**config.mk**
```make
export PLATFORM = sky130hd
export DESIGN_NAME = crst_sequencer
export DESIGN_NICKNAME = d
export VERILOG_FILES = /design/src/design/crst_pkg.sv /design/src/design/crst_timeout.sv /design/src/design/crst_sequencer.sv
export SDC_FILE = /design/constraint.sdc
export NUM_CORES = 1
export LEC_CHECK = 0
export ABC_CLOCK_PERIOD_IN_PS = 1900
export BUFFER_PORTS_ARGS = -buffer_cell sky130_fd_sc_hd__buf_4
export CORE_MARGIN = 1
export CORE_UTILIZATION = 40
export DETAILED_ROUTE_END_ITERATION = 16
export PLACE_DENSITY = 0.67
export SYNTH_ARGS = -nofsm -noshare
export SYNTH_HDL_FRONTEND = slang
export SYNTH_SLANG_ARGS = --single-unit
export TNS_END_PERCENT = 50
```
**constraint.sdc**
```tcl
create_clock -name clk_i -period 1.9 [get_ports clk_i]
set_input_delay 0.38 -clock clk_i [delete_from_list [all_inputs] [get_ports clk_i]]
set_output_delay 0.38 -clock clk_i [all_outputs]
set_load 0.02 [all_outputs]
```
**src/design/crst_pkg.sv**
```systemverilog
// Purpose: constants and carrier types for the chip reset sequencer
// Assumes: 125 MHz system clock; fuse inputs are static while the chip runs
// Notes: the power-up delay count is large, so the top module exposes it as a parameter
//
// Functional notes
// [RL1] a supply-rise event from the detector puts the chip into reset
// [RL2] master clear input low requests reset; the outside drives it low
// [RL3] a watchdog time-out puts the chip into reset
// [RL4] reset stays asserted the whole time master clear is low
// [RL5] after master clear rises, reset holds until the power-up delay ends
// [RL6] after master clear rises, reset holds until the oscillator start-up delay ends
// [RL7] program counter is forced to zero while reset is applied
// [RL8] oscillator buffer is enabled on reset, restarting it from power-down
// [RL9] watchdog count and prescaler are cleared whenever reset is applied
// [RL10] the four-phase clock generator holds the first phase during reset
// [RL11] with external execution, reset drives latch enable low and both strobes high
// [RL12] every pin of ports B, C, D and E is an input during reset
// [RL13] port B weak pull-ups are switched on during reset
// [RL14] port A pins 2 and 3 go high impedance during reset
// [RL15] power-up delay of nominally 80 ms runs on power-up only
// [RL16] watchdog is disabled only by the configuration fuse, never by software
// [RL17] power-down ends on external reset, watchdog time-out or enabled interrupt
// [RL18] oscillator start-up delay counts 1024 oscillator periods in ten bits; the counter here is 11 bits wide
// [RL19] the power-up delay starts at the rising edge of master clear
// [RL20] no oscillator start-up delay in RC or external clock mode
// [RL21] on wake-up the start-up delay counts from the wake-up event
// [RL22] all sources merge into one reset, released only when all holds clear together
// [RL23] reset release is synchronous so every register leaves reset on one edge

package crst_pkg;

  // ==========================================================================
  // timing
  localparam int unsigned CLK_FREQ_KHZ = 125000;
  localparam int unsigned POWER_UP_DELAY_TIMER_TIME_MS = 80;
  localparam int unsigned POWER_UP_DELAY_TIMER_CYCLES = POWER_UP_DELAY_TIMER_TIME_MS * CLK_FREQ_KHZ;
  localparam int unsigned OST_PERIODS = 1024;
  localparam int unsigned OST_WIDTH = 10;
  localparam int unsigned WDT_PRE_WIDTH = 8;
  localparam int unsigned WDT_CNT_WIDTH = 8;

  // ==========================================================================
  // reset values
  localparam logic [15:0] RESET_VECTOR = 16'h0000;
  localparam logic [7:0] PORT_OE_RESET = 8'h00;

  // ==========================================================================
  // oscillator fuse codes
  localparam logic [1:0] OSC_LF = 2'h0;
  localparam logic [1:0] OSC_RC = 2'h1;
  localparam logic [1:0] OSC_XT = 2'h2;
  localparam logic [1:0] OSC_EC = 2'h3;

  typedef enum logic [2:0] {
    CRST_HOLD,
    CRST_TIMING,
    CRST_RUN,
    CRST_SLEEP,
    CRST_WAKE
  } crst_state_t;

  typedef enum logic [1:0] {
    FIRST_PHASE,
    SECOND_PHASE,
    THIRD_PHASE,
    FOURTH_PHASE
  } crst_phase_t;

  typedef struct packed {
    logic addr_latch_enable;
    logic read_strobe_n;
    logic write_strobe_n;
  } crst_bus_t;

  typedef struct packed {
    logic [7:0] port_b_oe;
    logic [7:0] port_c_oe;
    logic [7:0] port_d_oe;
    logic [7:0] port_e_oe;
    logic port_b_pullup_en;
    logic port_a_pin2_oe;
    logic port_a_pin3_oe;
  } crst_port_t;

  // crystal modes need the start-up delay; rc and external clock do not
  function automatic logic crst_needs_ost(input logic [1:0] mode);
    crst_needs_ost = (mode == OSC_XT) || (mode == OSC_LF); // RL20
  endfunction

endpackage

```
**src/design/crst_timeout.sv**
```systemverilog
// Purpose: one-shot time-out counter for the reset sequencer delays
// Assumes: tick_i is a one-cycle pulse per counted period
// Notes: done_o stays high until clear_i

`timescale 1ns/100ps

module crst_timeout #(
  parameter int unsigned LIMIT = 1024
) (
  input wire logic clk_i,
  input wire logic rst_n_i,
  input wire logic clear_i,
  input wire logic tick_i,
  output logic done_o
);

  localparam int unsigned W = $clog2(LIMIT + 1);
  localparam logic [W-1:0] LAST = W'(LIMIT - 1);

  logic [W-1:0] count;

  always_ff @(posedge clk_i or negedge rst_n_i) begin
    if (!rst_n_i) begin
      count <= '0;
      done_o <= 1'b0;
    end else if (clear_i) begin
      count <= '0;
      done_o <= 1'b0;
    end else if (tick_i && !done_o) begin
      if (count == LAST) begin
        done_o <= 1'b1;
      end else begin
        count <= count + W'(1);
      end
    end
  end

endmodule

```
**src/design/crst_sequencer.sv**
```systemverilog
// Purpose: chip-level reset sequencer merging power-on, master clear and watchdog
// Assumes: all inputs synchronous to clk_i; osc_tick_i pulses once per oscillator period
// Notes: core_rst_n_o is the merged reset; forced pin states are applied while it is low

`timescale 1ns/100ps

module crst_sequencer
  import crst_pkg::*;
#(
  parameter int unsigned POWER_UP_DELAY_TIMER_COUNT = POWER_UP_DELAY_TIMER_CYCLES,
  parameter int unsigned OST_COUNT = OST_PERIODS
) (
  input wire logic clk_i,
  input wire logic rst_n_i,
  input wire logic por_event_i,
  input wire logic master_clear_n_i,
  input wire logic [1:0] osc_mode_i,
  input wire logic osc_tick_i,
  input wire logic wdt_fuse_en_i,
  input wire logic wdt_tick_i,
  input wire logic wdt_clear_i,
  input wire logic sleep_req_i,
  input wire logic wake_irq_i,
  input wire logic ext_exec_i,
  input wire crst_bus_t core_bus_i,
  input wire crst_port_t core_port_i,
  output logic core_rst_n_o,
  output logic core_run_o,
  output logic pc_force_o,
  output logic [15:0] pc_value_o,
  output logic osc_buf_en_o,
  output crst_phase_t phase_o,
  output logic wdt_timeout_o,
  output logic power_down_o,
  output crst_bus_t bus_o,
  output crst_port_t port_o
);

  // ==========================================================================
  // state and merged reset
  crst_state_t state;
  crst_state_t next_state;
  logic next_reset;
  logic hold_src;
  logic power_up_delay_timer_needed;
  logic ost_needed;
  logic power_up_delay_timer_done;
  logic ost_done;
  logic wdt_timeout;
  logic ost_ok;
  logic power_up_delay_timer_ok;
  logic [WDT_PRE_WIDTH-1:0] wdt_pre;
  logic [WDT_CNT_WIDTH-1:0] wdt_cnt;

  // every source funnels into one hold term
  assign hold_src = por_event_i || !master_clear_n_i || wdt_timeout; // RL1 RL2 RL3 RL22

  assign power_up_delay_timer_ok = !power_up_delay_timer_needed || power_up_delay_timer_done; // RL5
  assign ost_ok = !ost_needed || !crst_needs_ost(osc_mode_i) || ost_done; // RL6 RL20

  always_comb begin
    next_state = state;
    unique case (state)
      CRST_HOLD: begin
        // held for as long as master clear is low
        if (!hold_src) begin // RL4
          next_state = CRST_TIMING;
        end
      end
      CRST_TIMING: begin
        if (hold_src) begin
          next_state = CRST_HOLD;
        end else if (power_up_delay_timer_ok && ost_ok) begin // RL22
          next_state = CRST_RUN;
        end
      end
      CRST_RUN: begin
        if (hold_src) begin
          next_state = CRST_HOLD;
        end else if (sleep_req_i) begin
          next_state = CRST_SLEEP;
        end
      end
      CRST_SLEEP: begin
        if (hold_src) begin // RL17
          next_state = CRST_HOLD;
        end else if (wake_irq_i) begin // RL17
          next_state = crst_needs_ost(osc_mode_i) ? CRST_WAKE : CRST_RUN; // RL20
        end
      end
      CRST_WAKE: begin
        if (hold_src) begin
          next_state = CRST_HOLD;
        end else if (ost_done) begin // RL21
          next_state = CRST_RUN;
        end
      end
    endcase
  end

  assign next_reset = (next_state == CRST_HOLD) || (next_state == CRST_TIMING);

  always_ff @(posedge clk_i or negedge rst_n_i) begin
    if (!rst_n_i) begin
      state <= CRST_HOLD;
    end else begin
      state <= next_state;
    end
  end

  // registered release keeps every consumer leaving reset on one edge
  always_ff @(posedge clk_i or negedge rst_n_i) begin
    if (!rst_n_i) begin
      core_rst_n_o <= 1'b0;
      core_run_o <= 1'b0;
      power_down_o <= 1'b0;
    end else begin
      core_rst_n_o <= !next_reset; // RL23
      core_run_o <= (next_state == CRST_RUN);
      power_down_o <= (next_state == CRST_SLEEP);
    end
  end

  // ==========================================================================
  // delay bookkeeping
  // power-up delay only after a supply rise; a later master clear pulse skips it
  always_ff @(posedge clk_i or negedge rst_n_i) begin
    if (!rst_n_i) begin
      power_up_delay_timer_needed <= 1'b1;
    end else if (por_event_i) begin
      power_up_delay_timer_needed <= 1'b1; // RL15
    end else if (state == CRST_TIMING && next_state == CRST_RUN) begin
      power_up_delay_timer_needed <= 1'b0;
    end
  end

  // start-up delay on power-up and whenever a reset restarts a stopped oscillator
  always_ff @(posedge clk_i or negedge rst_n_i) begin
    if (!rst_n_i) begin
      ost_needed <= 1'b1;
    end else if (por_event_i || (state == CRST_SLEEP && hold_src)) begin
      ost_needed <= 1'b1; // RL8
    end else if (state == CRST_TIMING && next_state == CRST_RUN) begin
      ost_needed <= 1'b0;
    end
  end

  // both timers stay cleared while master clear is low and start at its rise
  crst_timeout #(
    .LIMIT(POWER_UP_DELAY_TIMER_COUNT)
  ) u_power_up_delay_timer (
    .clk_i(clk_i),
    .rst_n_i(rst_n_i),
    .clear_i(state == CRST_HOLD), // RL19
    .tick_i(1'b1),
    .done_o(power_up_delay_timer_done)
  );

  // cleared in power-down so a wake-up counts from the wake event
  crst_timeout #(
    .LIMIT(OST_COUNT)
  ) u_ost (
    .clk_i(clk_i),
    .rst_n_i(rst_n_i),
    .clear_i(state == CRST_HOLD || state == CRST_SLEEP), // RL18 RL21
    .tick_i(osc_tick_i),
    .done_o(ost_done)
  );

  // ==========================================================================
  // watchdog
  // the fuse is the only enable; software can only restart the count
  always_ff @(posedge clk_i or negedge rst_n_i) begin
    if (!rst_n_i) begin
      wdt_pre <= '0;
      wdt_cnt <= '0;
    end else if (next_reset || wdt_clear_i || (state == CRST_RUN && sleep_req_i)) begin
      wdt_pre <= '0; // RL9
      wdt_cnt <= '0; // RL9
    end else if (wdt_fuse_en_i && wdt_tick_i) begin // RL16
      wdt_pre <= wdt_pre + WDT_PRE_WIDTH'(1);
      if (&wdt_pre) begin
        wdt_cnt <= wdt_cnt + WDT_CNT_WIDTH'(1);
      end
    end
  end

  // keeps running in power-down so a time-out can wake the chip
  always_ff @(posedge clk_i or negedge rst_n_i) begin
    if (!rst_n_i) begin
      wdt_timeout <= 1'b0;
    end else begin
      wdt_timeout <= wdt_fuse_en_i && wdt_tick_i && (&wdt_pre) && (&wdt_cnt) &&
                     !next_reset && !wdt_clear_i; // RL3 RL16
    end
  end

  assign wdt_timeout_o = wdt_timeout;

  // ==========================================================================
  // program counter, oscillator and phase generator
  always_ff @(posedge clk_i or negedge rst_n_i) begin
    if (!rst_n_i) begin
      pc_force_o <= 1'b1;
      pc_value_o <= RESET_VECTOR;
    end else begin
      pc_force_o <= next_reset; // RL7
      pc_value_o <= RESET_VECTOR; // RL7
    end
  end

  always_ff @(posedge clk_i or negedge rst_n_i) begin
    if (!rst_n_i) begin
      osc_buf_en_o <= 1'b1;
    end else begin
      osc_buf_en_o <= next_reset || (next_state != CRST_SLEEP); // RL8
    end
  end

  // clocks are frozen in power-down and during the wake-up delay
  always_ff @(posedge clk_i or negedge rst_n_i) begin
    if (!rst_n_i) begin
      phase_o <= FIRST_PHASE;
    end else if (next_reset) begin
      phase_o <= FIRST_PHASE; // RL10
    end else if (state == CRST_RUN && next_state == CRST_RUN) begin
      unique case (phase_o)
        FIRST_PHASE: phase_o <= SECOND_PHASE;
        SECOND_PHASE: phase_o <= THIRD_PHASE;
        THIRD_PHASE: phase_o <= FOURTH_PHASE;
        FOURTH_PHASE: phase_o <= FIRST_PHASE;
      endcase
    end
  end

  // ==========================================================================
  // external bus strobes and port pins
  always_ff @(posedge clk_i or negedge rst_n_i) begin
    if (!rst_n_i) begin
      bus_o.addr_latch_enable <= 1'b0;
      bus_o.read_strobe_n <= 1'b1;
      bus_o.write_strobe_n <= 1'b1;
    end else if (next_reset && ext_exec_i) begin
      bus_o.addr_latch_enable <= 1'b0; // RL11
      bus_o.read_strobe_n <= 1'b1; // RL11
      bus_o.write_strobe_n <= 1'b1; // RL11
    end else begin
      bus_o <= core_bus_i;
    end
  end

  always_ff @(posedge clk_i or negedge rst_n_i) begin
    if (!rst_n_i) begin
      port_o.port_b_oe <= PORT_OE_RESET;
      port_o.port_c_oe <= PORT_OE_RESET;
      port_o.port_d_oe <= PORT_OE_RESET;
      port_o.port_e_oe <= PORT_OE_RESET;
      port_o.port_b_pullup_en <= 1'b1;
      port_o.port_a_pin2_oe <= 1'b0;
      port_o.port_a_pin3_oe <= 1'b0;
    end else if (next_reset) begin
      port_o.port_b_oe <= PORT_OE_RESET; // RL12
      port_o.port_c_oe <= PORT_OE_RESET; // RL12
      port_o.port_d_oe <= PORT_OE_RESET; // RL12
      port_o.port_e_oe <= PORT_OE_RESET; // RL12
      port_o.port_b_pullup_en <= 1'b1; // RL13
      port_o.port_a_pin2_oe <= 1'b0; // RL14
      port_o.port_a_pin3_oe <= 1'b0; // RL14
    end else begin
      port_o <= core_port_i;
    end
  end
endmodule

```
==> impl_metrics.env <==
export IMPL_synthCells=464
export IMPL_total_power_mw=4.644
export IMPL_max_slew_margin_rel_pct=65.38
export IMPL_hold_viol=0
export IMPL_cts_max_path_buffers=2
export IMPL_drt_total_wl_um=12300
export IMPL_synth_top_area_cell="dfrtp_1"
export IMPL_rows=40
export IMPL_finish_utilization_pct=60.29
export IMPL_dp_slack_ns=-0.2828
export IMPL_crit_chain="buf_6 -> buf_6 -> nor2_4 -> mux2_4 -> a311oi_4 -> nor3_4 -> buf_12 -> buf_12 -> buf_12 -> nor2b_1"
export IMPL_rsz0062_at_grt="yes"
export IMPL_clk_pin_slew_ns=0.08
export IMPL_clock_latency_ns=0.35
export IMPL_drtPass1Iterations=4
export IMPL_coreArea_um2=11960
export IMPL_violations="setup timing"
export IMPL_syn_area_per_cell_um2=10.56
export IMPL_required_ns=2.18
export IMPL_cp_max_fo=6
export IMPL_tritoncts="yes"
export IMPL_p_leak_nw=3.236
export IMPL_slowest_delay_ns=0.41
export IMPL_n_antenna_cell=0
export IMPL_grt_overflow_total=0
export IMPL_htree_levels=3
export IMPL_hpwl_um=7988
export IMPL_synth_main_ff_cell="dfrtp_1"
export IMPL_cp_common_cell="buf_12"
export IMPL_antenna_found_initial=0
export IMPL_grt_met3_usage_pct=5.616
export IMPL_period_share_pct=113.9
export IMPL_numPlacedInstances=750
export IMPL_drc=0
export IMPL_skew_ns=0.008846
export IMPL_port_buffers=95
export IMPL_die_area_um2=12690
export IMPL_vias=4146
export IMPL_critPathArrivalTime_ns=2.45
export IMPL_ys_warn_count=0
export IMPL_busiest_layer="met2"
export IMPL_die_y_um=112.7
export IMPL_min_period_ns=2.164
export IMPL_synth_distinct_cells=63
export IMPL_syn_to_final_growth_pct=47.23
export IMPL_antenna_left=0
export IMPL_grt_pass1_vias=4101
export IMPL_grt_usage_pct=19.31
export IMPL_slowest_stage="dfrtp_1"
export IMPL_tightest_slew_ns=0.5193
export IMPL_drtIter0Drc=127
export IMPL_yosys_top_cells_area="dfrtp_1 (50%), nor2b_1 (4.6%), dfstp_2 (3.8%)"
export IMPL_initial_core_util_pct=40.95
export IMPL_synth_seq_cells=104
export IMPL_yosysTopAreaCellShare_pct=49.55
export IMPL_nNetsFinal=696
export IMPL_synth_common_cells="dfrtp_1 (97), nor2_1 (43), nor2b_1 (36)"
export IMPL_cts_buffers=9
export IMPL_finalSetupViolations=73
export IMPL_drive_gt1_share_pct=44.72
export IMPL_maxCapViolations=0
export IMPL_viasPerCell=5.241
export IMPL_drv_slew=0
export IMPL_synth_edff_count=0
export IMPL_fin_cells=791
export IMPL_cts_root_buffer_cell="clkbuf_16"
export IMPL_met1_usage_pct=23.79
export IMPL_hold_buffers=0
export IMPL_async_reset_ff_share_pct=100.0
export IMPL_wire_per_inst_um=15.55
export IMPL_synth_most_common_cell="dfrtp_1"
export IMPL_ios=113
export IMPL_powerDensity_nw_per_um2=644.0
export IMPL_min_path_type="in -> async"
export IMPL_grt_max_degree=39
export IMPL_die_w_um=112.7
export IMPL_peakVddDrop_uv=605.6
export IMPL_yosysSeqAreaShare_pct=53.31
export IMPL_use_met2_pct=32.67
export IMPL_cts_sinks=104
export IMPL_cp_end_kind="flip-flop"
export IMPL_syn_cell_area_um2=4898
export IMPL_globalplace_congestion=0.8471
export IMPL_status="finished, violations left"
export IMPL_setup_slack_ns=-0.2644
export IMPL_critPathLaunchType="flip-flop"
export IMPL_crit_type="reg -> reg"
export IMPL_grt_pass1_wl_um=19420
export IMPL_fmax_mhz=462.0
routing by layer:
metal / vias up / routed length [µm]
li1: 1940 / -
met4: 0 / 278
met3: 29 / 771
met1: 2042 / 4997
met2: 135 / 6253
met5: - / 0
area by class of cell:
cell class | instances | area [µm²]
fillers | 926 | 4750
flip-flops and latches | 104 | 2611
multi-input cells | 330 | 2505
repair buffers | 181 | 1558
clock buffers | 9 | 225.2
well taps | 147 | 183.9
clock inverters | 7 | 80.08
inverters | 13 | 48.80
state kept, by name (all words and copies together), names as in the netlist, 2 cells and up:
signal,cells
wdt_cnt,8
u_ost.count,11
bus_o,3
u_power_up_delay_timer.count,24
wdt_pre,8
state,3
phase_o,2
port_o,35
path summary, 6_finish.rpt:
kind	from	to	slack, ns	cells after the start
worst max-delay path	state[1]	port_o[10]	-0.26	10
worst min-delay path	rst_n_i	wdt_cnt[2]	0.0005	1
worst max register to register	state[1]	port_o[10]	-0.26	10
worst min register to register	power_up_delay_timer_needed	power_up_delay_timer_needed	0.51	1
max in group asynchronous	rst_n_i	osc_buf_en_o	1.21	2
min in group clk_i	core_bus_i[1]	bus_o[1]	0.20	2
worst max-delay path: cells and delay by family, from the launching register on:
kind	cells	cell delay, ns
compound gates	1	0.37
mux	1	0.32
buf+inv	5	0.67
flops	1	0.41
simple gates	3	0.32
kinds of logic (layout without fill, tap and decap cells):
| group | Yosys count | in the layout | synth area share, % |
|---|---|---|---|
| simple gates | 211 | 211 | 24.42 |
| other cells | 1 | 16 | 0.07655 |
| flops | 104 | 104 | 53.31 |
| fa+ha+maj | 6 | 6 | 1.533 |
| compound gates | 59 | 60 | 8.506 |
| buf+inv | 46 | 210 | 5.313 |
| mux | 8 | 8 | 1.660 |
| xor+xnor | 29 | 29 | 5.185 |
report_power, final:
group / internal [mW] / switching, mW
Clock: 1.04 / 0.873
Sequential: 2.24 / 0.0130
Combinational: 0.227 / 0.247
Total: 3.51 / 1.13
repair_timing:
item / 4_1_cts / 5_1_grt
buffers inserted: 19 / 3
setup endpoints to repair: 63 / 94
gates cloned: 6 / 0
pin swaps: 23 / 29
resized for setup: 43 / 69
layout by cell type, fill, tap and decap left out, types with 11 or more instances in the layout:
cell / count
a21oi_1: 16
buf_4: 156
buf_6: 15
conb_1: 16
dfrtp_1: 97
inv_1: 11
nand2_1: 30
nand3_1: 17
nand4_1: 12
nor2_1: 28
nor2b_1: 23
xnor2_1: 18
xor2_1: 11
through the flow:
step | instance area [µm²] | hold WS, ns | setup TNS [ns]
finish | 7212 | 0.0004536 | -12.61
CTS | 6927 | 0.01514 | -9.614
global placement | 6171 | 0.3914 | -4.959
floorplan | 4977 | 0.08441 | -0.3481
detailed placement | 6171 | 0.3961 | -6.848
global route | 7212 | 0.03180 | -16.32
(Power assumes the default switching activity.)
